<file path="config.mk">
export PLATFORM = sky130hd
export DESIGN_NAME = reset_watchdog
export DESIGN_NICKNAME = d
export VERILOG_FILES = /design/src/verilog/reset_watchdog_pkg.sv /design/src/verilog/reset_watchdog.sv
export SDC_FILE = /design/constraint.sdc
export NUM_CORES = 1
export LEC_CHECK = 0
export ABC_AREA = 1
export BUFFER_PORTS_ARGS = -buffer_cell sky130_fd_sc_hd__clkbuf_2
export CORE_MARGIN = 2
export CORE_UTILIZATION = 50
export DETAILED_ROUTE_END_ITERATION = 10
export PLACE_DENSITY = 0.77
export SLEW_MARGIN = 10
export SYNTH_ARGS = -nofsm -noshare
export SYNTH_HDL_FRONTEND = slang
export SYNTH_SLANG_ARGS = --single-unit
</file>
<file path="constraint.sdc">
create_clock -name clk_i -period 1.8 [get_ports clk_i]
set_input_delay 0.27 -clock clk_i [delete_from_list [all_inputs] [get_ports clk_i]]
set_output_delay 0.27 -clock clk_i [all_outputs]
set_load 0.05 [all_outputs]
</file>
<file path="src/verilog/reset_watchdog_pkg.sv">
// Constants and types for the reset sequencer and software watchdog.
package reset_watchdog_pkg;
    // ****************************************
    // Timing in E clock cycles (clk_i is the E clock) and counter widths in bits
    // ****************************************
    localparam int POR_SHORT_CYC = 128;
    localparam int POR_LONG_CYC = 4064;
    localparam int DRIVE_CYC = 8;
    localparam int SAMPLE_CYC = 4;
    localparam int EXT_MIN_CYC = 16;
    localparam int WRITE_WIN_CYC = 64;
    localparam int PRESCALE_BITS = 15;
    localparam int CNT_W = 12;
    localparam int WD_W = 9;
    // ****************************************
    // Register map (byte addresses)
    // ****************************************
    localparam logic [7:0] OFS_OPTIONS = 8'h00;
    localparam logic [7:0] OFS_SERVICE = 8'h04;
    localparam logic [7:0] OFS_CONFIG = 8'h08;
    localparam logic [7:0] OFS_TEST = 8'h0C;
    localparam logic [7:0] OFS_STATUS = 8'h10;
    localparam logic [7:0] OPTIONS_RESET = 8'h10;
    localparam int RATE_LSB = 0;
    localparam int DISABLE_BIT = 0;
    localparam int DISABLE_RESETS_BIT_BIT = 0;
    localparam logic [7:0] SERVICE_ARM = 8'h55;
    localparam logic [7:0] SERVICE_CLEAR = 8'hAA;
    // ****************************************
    // Synchroniser lanes
    // ****************************************
    localparam int SY_PIN = 0;
    localparam int SY_CLKMON = 1;
    localparam int SY_STRAP = 2;
    localparam int SY_PLL = 3;
    localparam int SY_SPECIAL = 4;
    localparam int SY_W = 5;
    typedef enum logic [1:0] {
        SRC_NORMAL = 2'h0,
        SRC_WATCHDOG = 2'h1,
        SRC_CLKMON = 2'h2
    } reset_src_type;
    typedef enum logic [2:0] {
        S_POR = 3'h0,
        S_PINWAIT = 3'h1,
        S_RUN = 3'h3,
        S_DRIVE = 3'h2,
        S_SETTLE = 3'h6
    } seq_state_type;
endpackage

</file>
<file path="src/verilog/reset_watchdog.sv">
// Reset sequencer with open-drain reset pin and software watchdog.
`timescale 1ns/1ps
`default_nettype none
// Notes on behaviour
// - Power-on and external resets use normal vector; watchdog and monitor own.
// - After power-on hold reset for 128 or 4064 cycles per strap.
// - Pin still low after power-on delay keeps CPU in reset.
// - Any reset other than power-on drives the pin low for eight cycles then releases.
// - Four cycles after release pin low means external, high internal.
// - Unserviced enabled watchdog expiring starts a system reset.
// - Watchdog enable follows the disable bit latched at system reset.
// - Special modes start with watchdog resets inhibited; writing zero enables them.
// - Watchdog clock is E/2^15, or timer A underflows with PLL.
// - Without PLL rate codes scale by 1, 4, 16, 64.
// - With PLL rate codes divide by 4, 16, 64, 256.
// - Reset clears rate; normal modes allow one write within 64 cycles.
// - Timeout never short of nominal, at most one tick longer.
// - Rate select sits in options bits 1:0; options reset 0x10.
module reset_watchdog
    import reset_watchdog_pkg::*;
#(
    parameter logic DISABLE_DEFAULT = 1'b0
) (
    input wire logic clk_i,               // E clock
    input wire logic rst_b_i,             // Power-on reset, low
    input wire logic psel_i,              // APB select
    input wire logic penable_i,           // APB enable
    input wire logic pwrite_i,            // APB direction
    input wire logic [7:0] paddr_i,       // APB byte address
    input wire logic [31:0] pwdata_i,     // APB write data
    output logic [31:0] prdata_o,         // APB read data
    output logic pready_o,                // APB ready
    output logic pslverr_o,               // APB error
    input wire logic reset_pin_i,         // Reset pin level
    output logic reset_pin_o,             // Reset pin drive level
    output logic reset_pin_oe_o,          // Reset pin pull-low enable
    input wire logic clkmon_fail_i,       // Clock monitor failure
    input wire logic long_delay_i,        // Strap: long power-on delay
    input wire logic pll_supply_enable_i, // PLL in use
    input wire logic special_mode_i,      // Special test or bootstrap
    input wire logic timer_a_output_clock_i, // Timer A underflow pulse
    output logic cpu_reset_o,             // CPU held in reset
    output logic [1:0] vector_sel_o       // Vector selection
);
    // Scale factor in watchdog clock ticks for a rate code.
    function automatic logic [WD_W-1:0] wd_scale(input logic [1:0] rs,
                                                 input logic pll);
        logic [WD_W-1:0] base;
        base = pll ? WD_W'(4) : WD_W'(1);
        wd_scale = base << {rs, 1'b0};
    endfunction

    // ****************************************
    // Input synchronisers
    // ****************************************
    logic [SY_W-1:0] meta_ff, sync_ff;
    always_ff @(posedge clk_i) begin
        meta_ff <= {special_mode_i, pll_supply_enable_i, long_delay_i,
                    clkmon_fail_i, reset_pin_i};
        sync_ff <= meta_ff;
    end
    logic pin_hi, pll_on, special;
    assign pin_hi = sync_ff[SY_PIN];
    assign pll_on = sync_ff[SY_PLL];
    assign special = sync_ff[SY_SPECIAL];

    // ****************************************
    // State
    // ****************************************
    seq_state_type state_ff, nxt_state;
    reset_src_type src_ff, nxt_src;
    reset_src_type pend_ff, nxt_pend;
    logic [CNT_W-1:0] cnt_ff, nxt_cnt;
    logic [PRESCALE_BITS-1:0] div_ff, nxt_div;
    logic [WD_W-1:0] wd_cnt_ff, nxt_wd_cnt;
    logic [6:0] win_ff, nxt_win;
    logic [1:0] rate_ff, nxt_rate;
    logic rate_done_ff, nxt_rate_done;
    logic arm_ff, nxt_arm, dis_pend_ff, nxt_dis_pend;
    logic dis_act_ff, nxt_dis_act, disable_resets_bit_ff, nxt_disable_resets_bit;
    logic oe_ff, nxt_oe, cpu_rst_ff, nxt_cpu_rst;
    logic [31:0] prdata_ff, nxt_prdata;
    logic pready_ff, nxt_pready, pslverr_ff, nxt_pslverr;
    logic [CNT_W-1:0] por_limit;
    logic wd_tick, wd_run, wd_timeout;
    logic wr_now, wr_options, wr_service, hit;
    logic [31:0] rd_val;
    assign por_limit = sync_ff[SY_STRAP] ? CNT_W'(POR_LONG_CYC - 1)
                                         : CNT_W'(POR_SHORT_CYC - 1);
    assign wd_tick = pll_on ? timer_a_output_clock_i : (&div_ff);
    assign wd_run = (state_ff == S_RUN) && !dis_act_ff && !disable_resets_bit_ff;
    // One extra tick so a late-phase first tick never shortens the period.
    assign wd_timeout = wd_run && wd_tick
                        && (wd_cnt_ff == wd_scale(rate_ff, pll_on));
    assign wr_now = psel_i && penable_i && pwrite_i && pready_ff
                    && !pslverr_ff;
    assign wr_options = wr_now && (paddr_i == OFS_OPTIONS);
    assign wr_service = wr_now && (paddr_i == OFS_SERVICE);

    // ****************************************
    // Register read decode
    // ****************************************
    always_comb begin
        hit = 1'b1;
        rd_val = 32'h0000_0000;
        if (paddr_i == OFS_OPTIONS) begin
            rd_val[7:0] = {OPTIONS_RESET[7:2], rate_ff};
        end else if (paddr_i == OFS_SERVICE) begin
            rd_val = 32'h0000_0000;
        end else if (paddr_i == OFS_CONFIG) begin
            rd_val[DISABLE_BIT] = dis_act_ff;
        end else if (paddr_i == OFS_TEST) begin
            rd_val[DISABLE_RESETS_BIT_BIT] = disable_resets_bit_ff;
        end else if (paddr_i == OFS_STATUS) begin
            rd_val[3:0] = {arm_ff, wd_run, src_ff};
        end else begin
            hit = 1'b0;
        end
    end

    // ****************************************
    // Next-state logic
    // ****************************************
    always_comb begin
        nxt_state = state_ff;
        nxt_src = src_ff;
        nxt_pend = pend_ff;
        nxt_cnt = cnt_ff;
        nxt_div = div_ff + PRESCALE_BITS'(1);
        nxt_wd_cnt = wd_cnt_ff;
        nxt_win = win_ff;
        nxt_rate = rate_ff;
        nxt_rate_done = rate_done_ff;
        nxt_arm = arm_ff;
        nxt_dis_pend = dis_pend_ff;
        nxt_dis_act = dis_act_ff;
        nxt_disable_resets_bit = disable_resets_bit_ff;
        nxt_prdata = prdata_ff;
        nxt_pready = 1'b0;
        nxt_pslverr = 1'b0;
        // Bus: registered answer one cycle into the access phase.
        if (psel_i && penable_i && !pready_ff) begin
            nxt_pready = 1'b1;
            nxt_pslverr = !hit;
            if (!pwrite_i) begin
                nxt_prdata = rd_val;
            end
        end
        if (wr_now && paddr_i == OFS_CONFIG) begin
            nxt_dis_pend = pwdata_i[DISABLE_BIT];
        end
        if (wr_now && paddr_i == OFS_TEST && special) begin
            nxt_disable_resets_bit = pwdata_i[DISABLE_RESETS_BIT_BIT];
        end
        if (wr_options && (special || (!rate_done_ff
                && win_ff < 7'(WRITE_WIN_CYC)))) begin
            nxt_rate = pwdata_i[RATE_LSB +: 2];
            nxt_rate_done = !special;
        end
        if (win_ff < 7'(WRITE_WIN_CYC)) begin
            nxt_win = win_ff + 7'(1);
        end
        // Watchdog counting and service sequence.
        if (wd_run && wd_tick && !wd_timeout) begin
            nxt_wd_cnt = wd_cnt_ff + WD_W'(1);
        end
        if (wr_service && pwdata_i[7:0] == SERVICE_ARM) begin
            nxt_arm = 1'b1;
        end else if (wr_service && pwdata_i[7:0] == SERVICE_CLEAR && arm_ff) begin
            nxt_arm = 1'b0;
            nxt_wd_cnt = '0;
        end
        // Sequencer.
        case (state_ff)
            S_POR: begin
                nxt_cnt = cnt_ff + CNT_W'(1);
                if (cnt_ff >= por_limit) begin
                    nxt_src = SRC_NORMAL;
                    nxt_cnt = '0;
                    nxt_state = pin_hi ? S_RUN : S_PINWAIT;
                end
            end
            S_RUN: begin
                if (wd_timeout) begin
                    nxt_pend = SRC_WATCHDOG;
                    nxt_state = S_DRIVE;
                end else if (sync_ff[SY_CLKMON]) begin
                    nxt_pend = SRC_CLKMON;
                    nxt_state = S_DRIVE;
                end else if (!pin_hi) begin
                    nxt_pend = SRC_NORMAL;
                    nxt_state = S_DRIVE;
                end
            end
            S_DRIVE: begin
                nxt_cnt = cnt_ff + CNT_W'(1);
                if (cnt_ff == CNT_W'(DRIVE_CYC - 1)) begin
                    nxt_cnt = '0;
                    nxt_state = S_SETTLE;
                end
            end
            S_SETTLE: begin
                nxt_cnt = cnt_ff + CNT_W'(1);
                if (cnt_ff == CNT_W'(SAMPLE_CYC - 1)) begin
                    nxt_cnt = '0;
                    nxt_src = pin_hi ? pend_ff : SRC_NORMAL;
                    nxt_state = pin_hi ? S_RUN : S_PINWAIT;
                end
            end
            S_PINWAIT: begin
                if (pin_hi) begin
                    nxt_state = S_RUN;
                end
            end
            default: begin
                nxt_state = S_POR;
            end
        endcase
        // Held system reset reloads latches and restarts the watchdog.
        if (state_ff != S_RUN) begin
            nxt_wd_cnt = '0;
            nxt_arm = 1'b0;
            nxt_rate = 2'h0;
            nxt_rate_done = 1'b0;
            nxt_win = '0;
            nxt_dis_act = dis_pend_ff;
            nxt_disable_resets_bit = special;
        end
        nxt_oe = (nxt_state == S_DRIVE);
        nxt_cpu_rst = (nxt_state != S_RUN);
    end

    always_ff @(posedge clk_i) begin
        if (!rst_b_i) begin
            state_ff <= S_POR;
            src_ff <= SRC_NORMAL;
            pend_ff <= SRC_NORMAL;
            cnt_ff <= '0;
            div_ff <= '0;
            wd_cnt_ff <= '0;
            win_ff <= '0;
            rate_ff <= 2'h0;
            rate_done_ff <= 1'b0;
            arm_ff <= 1'b0;
            dis_pend_ff <= DISABLE_DEFAULT;
            dis_act_ff <= DISABLE_DEFAULT;
            disable_resets_bit_ff <= 1'b1;
            oe_ff <= 1'b0;
            cpu_rst_ff <= 1'b1;
            prdata_ff <= 32'h0000_0000;
            pready_ff <= 1'b0;
            pslverr_ff <= 1'b0;
        end else begin
            state_ff <= nxt_state;
            src_ff <= nxt_src;
            pend_ff <= nxt_pend;
            cnt_ff <= nxt_cnt;
            div_ff <= nxt_div;
            wd_cnt_ff <= nxt_wd_cnt;
            win_ff <= nxt_win;
            rate_ff <= nxt_rate;
            rate_done_ff <= nxt_rate_done;
            arm_ff <= nxt_arm;
            dis_pend_ff <= nxt_dis_pend;
            dis_act_ff <= nxt_dis_act;
            disable_resets_bit_ff <= nxt_disable_resets_bit;
            oe_ff <= nxt_oe;
            cpu_rst_ff <= nxt_cpu_rst;
            prdata_ff <= nxt_prdata;
            pready_ff <= nxt_pready;
            pslverr_ff <= nxt_pslverr;
        end
    end

    assign prdata_o = prdata_ff;
    assign pready_o = pready_ff;
    assign pslverr_o = pslverr_ff;
    assign reset_pin_o = 1'b0;
    assign reset_pin_oe_o = oe_ff;
    assign cpu_reset_o = cpu_rst_ff;
    assign vector_sel_o = src_ff;

    logic [CNT_W-1:0] por_seen_ff;
    always_ff @(posedge clk_i) begin
        if (!rst_b_i) begin
            por_seen_ff <= '0;
        end else if (state_ff == S_POR) begin
            por_seen_ff <= por_seen_ff + CNT_W'(1);
        end
    end
endmodule
`default_nettype wire

</file>
### After elaboration in Yosys (flattened, before gate mapping)

Cells that the tools add are included.

* flip-flop bits (word level): 79
* bits in latches: 0
* bits in writable memories: 0
* bits in read-only memories: 0
* input bits: 51
* output and inout bits: 39
* memories: 0

* $add $sub $neg: 4
* multipliers: 0
* divide/modulo/power cells: 0
* order comparisons: 2
* eq/ne operators: 18
* shifts and indexed selects: 1
* multiplexer cells: 42
* bitwise operators: 2
* reductions and logical operators: 40

Operators by type and width (count)
* two-way mux 12 bit: 4
* case mux 12 bit (3 select lines): 1
* two-way mux 3 bit: 10
* two-way mux 9 bit: 3
* logical AND 1 bit: 20
* equality test 8 x 4 -> 1 bit, second input constant: 2
* adder 15 x 1 -> 15 bit, second input constant: 1
* case mux 3 bit (5 select lines): 1
* AND reduction 15 bit: 1
* two-way mux 1 bit: 13
* adder 12 x 1 -> 12 bit, second input constant: 1
* equality test 12 x 2 -> 1 bit, second input constant: 1
* equality test 12 x 3 -> 1 bit, second input constant: 1
* >= comparator 12 bit: 1
* two-way mux 2 bit: 6
* adder 9 x 1 -> 9 bit, second input constant: 1
* equality test 3 x 2 -> 1 bit, second input constant: 3
* equality test 9 bit: 1
* left shift 3 x 3 -> 9 bit: 1
* equality test 8 x 3 -> 1 bit, second input constant: 1
* equality test 8 x 5 -> 1 bit, second input constant: 1
* equality test 8 x 7 -> 1 bit, second input constant: 1
* equality test 8 bit, second input constant: 1
* zero test 1 bit: 8
* other kinds (18): 25

### Longest topological paths before layout

Gate-level depths: netlist of run 1.

* word-level depth: 10
* mapped depth: 13

### Worst setup path after synthesis of run 1

Ideal clock, no wire load.

* kind: register to register
* start point: register pready_ff (netlist: pready_o)
* end point: register wd_cnt_ff[0]
* library setup time: 120 ps
* arrival time: 1602 ps
* slack: 78 ps
* cell stages (with the launch flop): 8
* path buffers: 0
* period minus slack after synthesis: 1722 ps
* path through: dfxtp_1 > inv_1 > nor3_2 > nand4_1 > nand2_1 > inv_1 > o21ai_1 > a21oi_1

* word-level cells in the longest chain between the ends: 7

Ends and longest elaborated chain
* start: declaration: RTL line reset_watchdog.sv:83 `logic pready_ff, nxt_pready, pslverr_ff, nxt_pslverr;`
* start signal: assignment: RTL line reset_watchdog.sv:270 `pready_ff <= nxt_pready;`
* logical AND 1 bit *: RTL line reset_watchdog.sv:95 `assign wr_now = psel_i && penable_i && pwrite_i && pready_ff`
* logical AND 1 bit *: RTL line reset_watchdog.sv:96 `&& !pslverr_ff;`
* logical AND 1 bit *: RTL line reset_watchdog.sv:98 `assign wr_service = wr_now && (paddr_i == OFS_SERVICE);`
* logical AND 1 bit (2 in a row): RTL line reset_watchdog.sv:169 `end else if (wr_service && pwdata_i[7:0] == SERVICE_CLEAR && arm_ff) begin`
* two-way mux 9 bit: RTL line reset_watchdog.sv:169
* two-way mux 9 bit *: RTL line reset_watchdog.sv:167 `if (wr_service && pwdata_i[7:0] == SERVICE_ARM) begin`
* end signal: assignment: RTL line reset_watchdog.sv:259 `wd_cnt_ff <= nxt_wd_cnt;`
* end: declaration: RTL line reset_watchdog.sv:75 `logic [WD_W-1:0] wd_cnt_ff, nxt_wd_cnt;`

Every way passes the cells marked *; elsewhere a longest branch is shown, timed or not.
A chain may end at the register's enable or synchronous reset.

### Worst setup path in the final report of run 1

* start point: register sync_ff[2]
* end point: register cnt_ff[7]

* word-level cells in the longest chain between the ends: 4

Ends and longest elaborated chain
* start: declaration: RTL line reset_watchdog.sv:56 `logic [SY_W-1:0] meta_ff, sync_ff;`
* start signal: assignment: RTL line reset_watchdog.sv:60 `sync_ff <= meta_ff;`
* two-way mux 12 bit: RTL line reset_watchdog.sv:88 `assign por_limit = sync_ff[SY_STRAP] ? CNT_W'(POR_LONG_CYC - 1)`
* >= comparator 12 bit: RTL line reset_watchdog.sv:177 `if (cnt_ff >= por_limit) begin`
* two-way mux 12 bit: RTL line reset_watchdog.sv:177
* case mux 12 bit (3 select lines): RTL line reset_watchdog.sv:174 `case (state_ff)`
* end signal: assignment: RTL line reset_watchdog.sv:257 `cnt_ff <= nxt_cnt;`
* end: declaration: RTL line reset_watchdog.sv:73 `logic [CNT_W-1:0] cnt_ff, nxt_cnt;`

No other way between the ends.

==> out/summary.txt, run 1 <==
DIE WIDTH - 93.85 um
FP Rows - 32
sequential share of the synthesized area - 0.3769
vias in the first global route - 3,462
Hold Crit Depth - 1
FF+latch count, synth - 76
switching share of power - 0.2744
cell area after synthesis - 4036 um2
Final Max Slew Viols - 0
synthesis-to-finish area growth - 15.10%
CORE AREA - 7767 um2
IO Port Bufs - 37
register share of total power - 0.515
routed wire length per instance - 11.71 um
# H-tree levels - 3
Die ar. - 8808 um2
Max VDD drop - 0.0005571 V
Synth async-reset ratio - 0
# diodes - 0
final setup skew - 0.01011 ns
setup TNS - 0 ns
initial antenna violation count - 0
CTS tree - built
Post-DRT Antenna Nets - 0
fin crit period - 1.738 ns
Pint - 2.436 mW
Yosys warning count - 0
GR Overflow Total - 0
NetSw - 921.4 uW
number of CTS-inserted buffers - 9
DRC errors left - 0
clock insertion delay at the later pin of the skew report - 0.35 ns
drt total wl - 8.562 mm
clock sink count - 76
mean area per synthesized cell - 7.182 um2
Pwr Density - 722.8 nW/um2
Final Util - 0.5981
DP HPWL - 6.412 mm
EDFF count, synth - 0
critical path capture point type - flip-flop
die height - 93.85 um
layout cells sized above 1 - 0.1876
first-pass GRT wire length - 14.34 mm
outcome - completed
Slew HR - 0.6355
Fmax achieved - 0.5755 GHz
fin nets - 687
Root Buffer - clkbuf_8
Finished Cell Area - 4646 um2
Least-Margin Pin Slew - 0.5418 ns
Reg clk slew, reported paths - 0.08 ns
total track usage - 0.2033
Final Hold Viols - 0
WS Path Type - flip-flop to flip-flop
Hold Crit Class - primary input to flip-flop
1st-pass router iterations - 4
Startpoint Class - flip-flop
Starting Density - 0.5197
Comb pwr share - 0.096
largest fanout on the critical path - 7
DR vias/cell - 4.993
via count - 3,650
RSZ-0062 raised after global routing - yes
Final Cycle Share - 0.9653
Leakage - 2.024 nW
Yosys cell types - 44
ys flop type - dfxtp_1
post-synthesis cell count - 562
Data required, critical path - 2.04 ns
max-cap violations - 0
# setup viols final - 0
path depth of the worst reg2reg path - 11
DR iter-0 viols - 167
WP data arrival - 1.98 ns
Cell Area, Placed - 4333 um2
largest net degree at the start of global routing - 26
Top Ports - 90
clk buf depth - 2
Final Wtd Congestion - 0.8766
Clk pwr share - 0.389
==> Yosys cell counts, types with 2 or more instances <==
library cell  instances  area (um2)
a21oi_2               2       17.52
nand2_2               5       31.28
o21a_1                4       30.03
dfxtp_1              76        1521
nand4_1              13       81.33
o21ai_1               7       35.03
a31oi_1               2       12.51
xnor2_1               4       35.03
clkbuf_1              3       11.26
ha_1                 12       150.1
nor2_2                3       18.77
o21bai_1              3       22.52
o21ai_0              18       90.09
xor2_1               13       113.9
nor2_1               68       255.2
buf_4                28       210.2
nor3_2                3       30.03
a21oi_1              26       130.1
nand3_4               2       35.03
nor3_1               16       80.08
inv_1                72       270.3
nand2_1             108       405.4
inv_2                 4       15.01
nor4_1                5       31.28
nand3_1              46       230.2
==> per-layer routing <==
layer | share of wire | GRT usage | vias to the layer above
li1 | - | - | 1881
met1 | 0.44 | 0.2338 | 1658
met2 | 0.50 | 0.3607 | 103
met3 | 0.053 | 0.05056 | 8
met4 | 0.012 | 0.07850 | 0
met5 | 0 | 0 | -
==> registers in the layout, indices dropped and copies added, names as in the netlist <==
name,count
state_ff,3
meta_ff,5
vector_sel_o,2
dis_act_ff,1
pready_o,1
div_ff,15
cnt_ff,12
sync_ff,5
arm_ff,1
rate_done_ff,1
win_ff,7
disable_resets_bit_ff,1
cpu_reset_o,1
prdata_o,5
pslverr_o,1
wd_cnt_ff,9
pend_ff,2
dis_pend_ff,1
reset_pin_oe_o,1
rate_ff,2
==> final timing paths <==
| check | startpoint | end | slack, ns |
|---|---|---|---|
| hold / removal | special_mode_i | meta_ff[4] | 0.02 |
| hold reg to reg | meta_ff[0] | sync_ff[0] | 0.33 |
| setup reg to reg | sync_ff[2] | cnt_ff[7] | 0.06 |
| setup / recovery | sync_ff[2] | cnt_ff[7] | 0.06 |
==> power groups by stage <==
stage               Clock (mW)  Sequential, mW  Combinational (mW)
floorplan                    0            1.78               0.267
global placement             0            1.76               0.306
detailed placement           0            1.77               0.310
CTS                       1.35            1.73               0.315
global route              1.41            1.73               0.352
finish                    1.31            1.73               0.323
==> cells by family after synthesis <==
family,after synthesis,share of synthesized area
AOI/OAI and AO/OA,67,0.09578
buffers and inverters,112,0.1324
adders and majority gates,12,0.03720
other,1,0.0009291
xor gates and xnor gates,17,0.03689
DFF,76,0.3769
and+or+nand+nor,277,0.3199
==> critical path: stages (launching register included) <==
cell	delay [ns]
dfxtp_2	0.35
inv_4	0.06
ha_1	0.30
nand2_1	0.07
nor2_2	0.12
nand3_1	0.11
nand3_2	0.11
nor2_1	0.05
nor2_1	0.14
nand2_2	0.15
nand2_4	0.13
nor2_1	0.06
==> through the flow <==
| step | hold WS (ns) | power [mW] | setup slack (ns) | cells |
|---|---|---|---|---|
| floorplan | 0.2977 | 2.046 | 0.07761 | 589 |
| global placement | 0.3116 | 2.070 | -0.02503 | 710 |
| detailed placement | 0.3143 | 2.076 | -0.07601 | 710 |
| CTS | 0.004625 | 3.391 | 0.02885 | 727 |
| global route | 0.005693 | 3.497 | -0.06701 | 731 |
| finish | 0.02488 | 3.358 | 0.06238 | 731 |
==> cell usage in the layout, fill, tap and decap left out, types with 4 or more instances in the layout <==
cell      Yosys  layout
o21ai_0      18      17
conb_1        1      28
nand2_1     108     105
a21oi_1      26      25
o21a_1        4       4
dfxtp_1      76      73
ha_1         12      10
o21ai_1       7       8
xnor2_1       4       4
nor2_2        3       7
nand3_1      46      44
nor3_1       16      16
xor2_1       13      13
nor4_1        5       5
nand4_1      13      13
nor2_1       68      63
clkbuf_8      0       9
inv_1        72      71
nand2_2       5       7
buf_4        28      18
clkbuf_2      0      37
inv_2         4       4
==> what timing repair did <==
item                                    in CTS  in global routing
resized for setup                            6                 15
pin swaps                                    3                 10
gates cloned                                 0                  1
endpoints found under the setup margin      16                 29
setup buffers                                0                  3
hold buffers                                 1                  0
hold endpoints to repair                     1                  0
==> cell type report <==
class	instances	area (um2)
clock buffers	9	123.9
clock inverters	7	76.32
fillers	702	3122
inverters	79	306.5
multi-input cells	401	2151
flip-flops and latches	76	1525
well taps	102	127.6
repair buffers	56	330.3
repair inverters	1	5.005
(Power assumes the default switching activity.)
==> run 2, diff against run 1 <==
Clock period 1.8 ns to 2.2 ns, I/O delays scaled along.
==> out/summary.txt, run 2 (synthesis results as in run 1) <==
outcome - completed
Cell Area, Placed - 4243 um2 (-2.1%)
DIE WIDTH - 93.85 um (unchanged)
Finished Cell Area - 4437 um2 (-4.5%)
Max VDD drop - 0.0003713 V (-33%)
DP HPWL - 6.056 mm (-5.6%)
layout cells sized above 1 - 0.1356 (-0.05198)
critical path capture point type - flip-flop
largest fanout on the critical path - 7 (unchanged)
Regs by FF count - div_ff x15, cnt_ff x12, wd_cnt_ff x9
Reg clk slew, reported paths - 0.08 ns (about the same)
DR iter-0 viols - 174 (+4.2%)
final setup skew - 0.01282 ns (+0.002704 ns)
commonest non-fill, non-tap cell in the layout - nand2_1
DR vias/cell - 4.972 (-0.42%)
Critical-path top delay cell - dfxtp_1
# setup viols final - 0 (unchanged)
Post-CTS Setup Bufs - 0 (unchanged)
Die ar. - 8808 um2 (unchanged)
CP peak stage delay - 0.34 ns (about the same)
CORE AREA - 7767 um2 (unchanged)
crit-path most repeated cell - nor2_1
IO Port Bufs - 37 (unchanged)
fin crit period - 1.934 ns (+0.1962 ns)
RSZ-0062 raised after global routing - no
FP Rows - 32 (unchanged)
Post-DRT Antenna Nets - 0 (unchanged)
Final Hold Viols - 0 (unchanged)
# diodes - 0 (unchanged)
Crit path max-delay family - simple AND/OR/NAND/NOR gates
vias in the first global route - 3,353 (-3.1%)
clock insertion delay at the later pin of the skew report - 0.35 ns (about the same)
number of flip-flops in the largest register - 15 (unchanged)
total track usage - 0.1975 (-0.005831)
setup TNS - 0 ns (unchanged)
WS Path Type - flip-flop to flip-flop
synthesis-to-finish area growth - 9.920%
Hold Crit Class - primary input to flip-flop
fin worst setup slack - 0.2662 ns (+0.2038 ns)
Final Cycle Share - 0.8790 (-0.08633)
Biggest register - div_ff
fin nets - 670 (-2.5%)
Final Wtd Congestion - 0.8804 (+0.43%)
Post-Place Cells - 698 (-1.7%)
Fmax achieved - 0.5171 GHz (-10%)
Least-Margin Pin Slew - 0.6824 ns (+0.1406 ns)
initial antenna violation count - 0 (unchanged)
CTS resizes - 0 (-6)
final cell count without fillers - 714 (-2.3%)
Root Buffer - clkbuf_8
worst hold slack - 0.07664 ns (+0.05176 ns)
first-pass GRT wire length - 13.99 mm (-2.5%)
Startpoint Class - flip-flop
die height - 93.85 um (unchanged)
Leakage - 1.938 nW (-4.2%)
cells along the critical path - inv_1 > ha_1 > nand2_1 > nor2_1 > nand3_1 > nand3_1 > nor2_1 > nor2_1 > nand2_2 > nand2_2 > nor2_1
DRC errors left - 0 (unchanged)
Data required, critical path - 2.43 ns (+0.39 ns)
CTS tree - built
GR Overflow Total - 0 (unchanged)
drt total wl - 7.990 mm (-6.7%)
Slew HR - 0.5416 (-0.09388)
max-cap violations - 0 (unchanged)
number of CTS-inserted buffers - 9 (unchanged)
clk buf depth - 2 (unchanged)
Starting Density - 0.5197 (unchanged)
Bufs and invs on worst path - 1 (unchanged)
WP data arrival - 2.17 ns (+0.19 ns)
routed wire length per instance - 11.19 um (-4.5%)
clock sink count - 76 (unchanged)
count of hold buffers inserted by post-cts repair - 0 (-1)
largest net degree at the start of global routing - 26 (unchanged)
commonest non-fill, non-tap cells in the layout - nand2_1 (108), dfxtp_1 (76), inv_1 (72)
# H-tree levels - 3 (unchanged)
Reg2Reg Setup Slack - 0.27 ns (+0.20 ns)
Top Ports - 90 (unchanged)
via count - 3,550 (-2.7%)
Pwr Density - 610.3 nW/um2 (-16%)
Place WS - 0.2847 ns (+0.3607 ns)
Final Max Slew Viols - 0 (unchanged)
1st-pass router iterations - 4 (unchanged)
[run 2: routing by layer]
layer | up-vias | track usage | share of wire
met5 | - | 0 | 0
met4 | 0 | 0.07971 | 0.023
met3 | 14 | 0.04254 | 0.048
met2 | 101 | 0.3411 | 0.46
met1 | 1587 | 0.2378 | 0.47
li1 | 1848 | - | -
[run 2: path summary, 6_finish.rpt]
check	from	end	depth (start not counted)
worst max-delay path	sync_ff[2]	cnt_ff[10]	11
worst min register to register	meta_ff[0]	sync_ff[0]	0
worst max register to register	sync_ff[2]	cnt_ff[10]	11
worst min-delay path	pll_supply_enable_i	meta_ff[3]	1
[run 2: where the power goes]
part / internal [mW] / switching [mW]
Sequential: 1.40 / 0.0179
Clock: 0.554 / 0.496
Combinational: 0.0520 / 0.190
[run 2: cell type report]
class,count,area (um2)
fillers,724,3331
multi-input cells,401,2082
flip-flops and latches,76,1521
inverters,79,304.0
repair buffers,40,207.7
clock buffers,12,145.1
well taps,102,127.6
clock inverters,4,48.80
[run 2: stage by stage]
| step | utilization | power [mW] |
|---|---|---|
| after floorplan | - | 1.674 |
| after global placement | 0.5462 | 1.683 |
| after detailed placement | 0.5462 | 1.689 |
| after CTS | 0.5712 | 2.745 |
| after global routing | 0.5712 | 2.822 |
| final | 0.5712 | 2.708 |
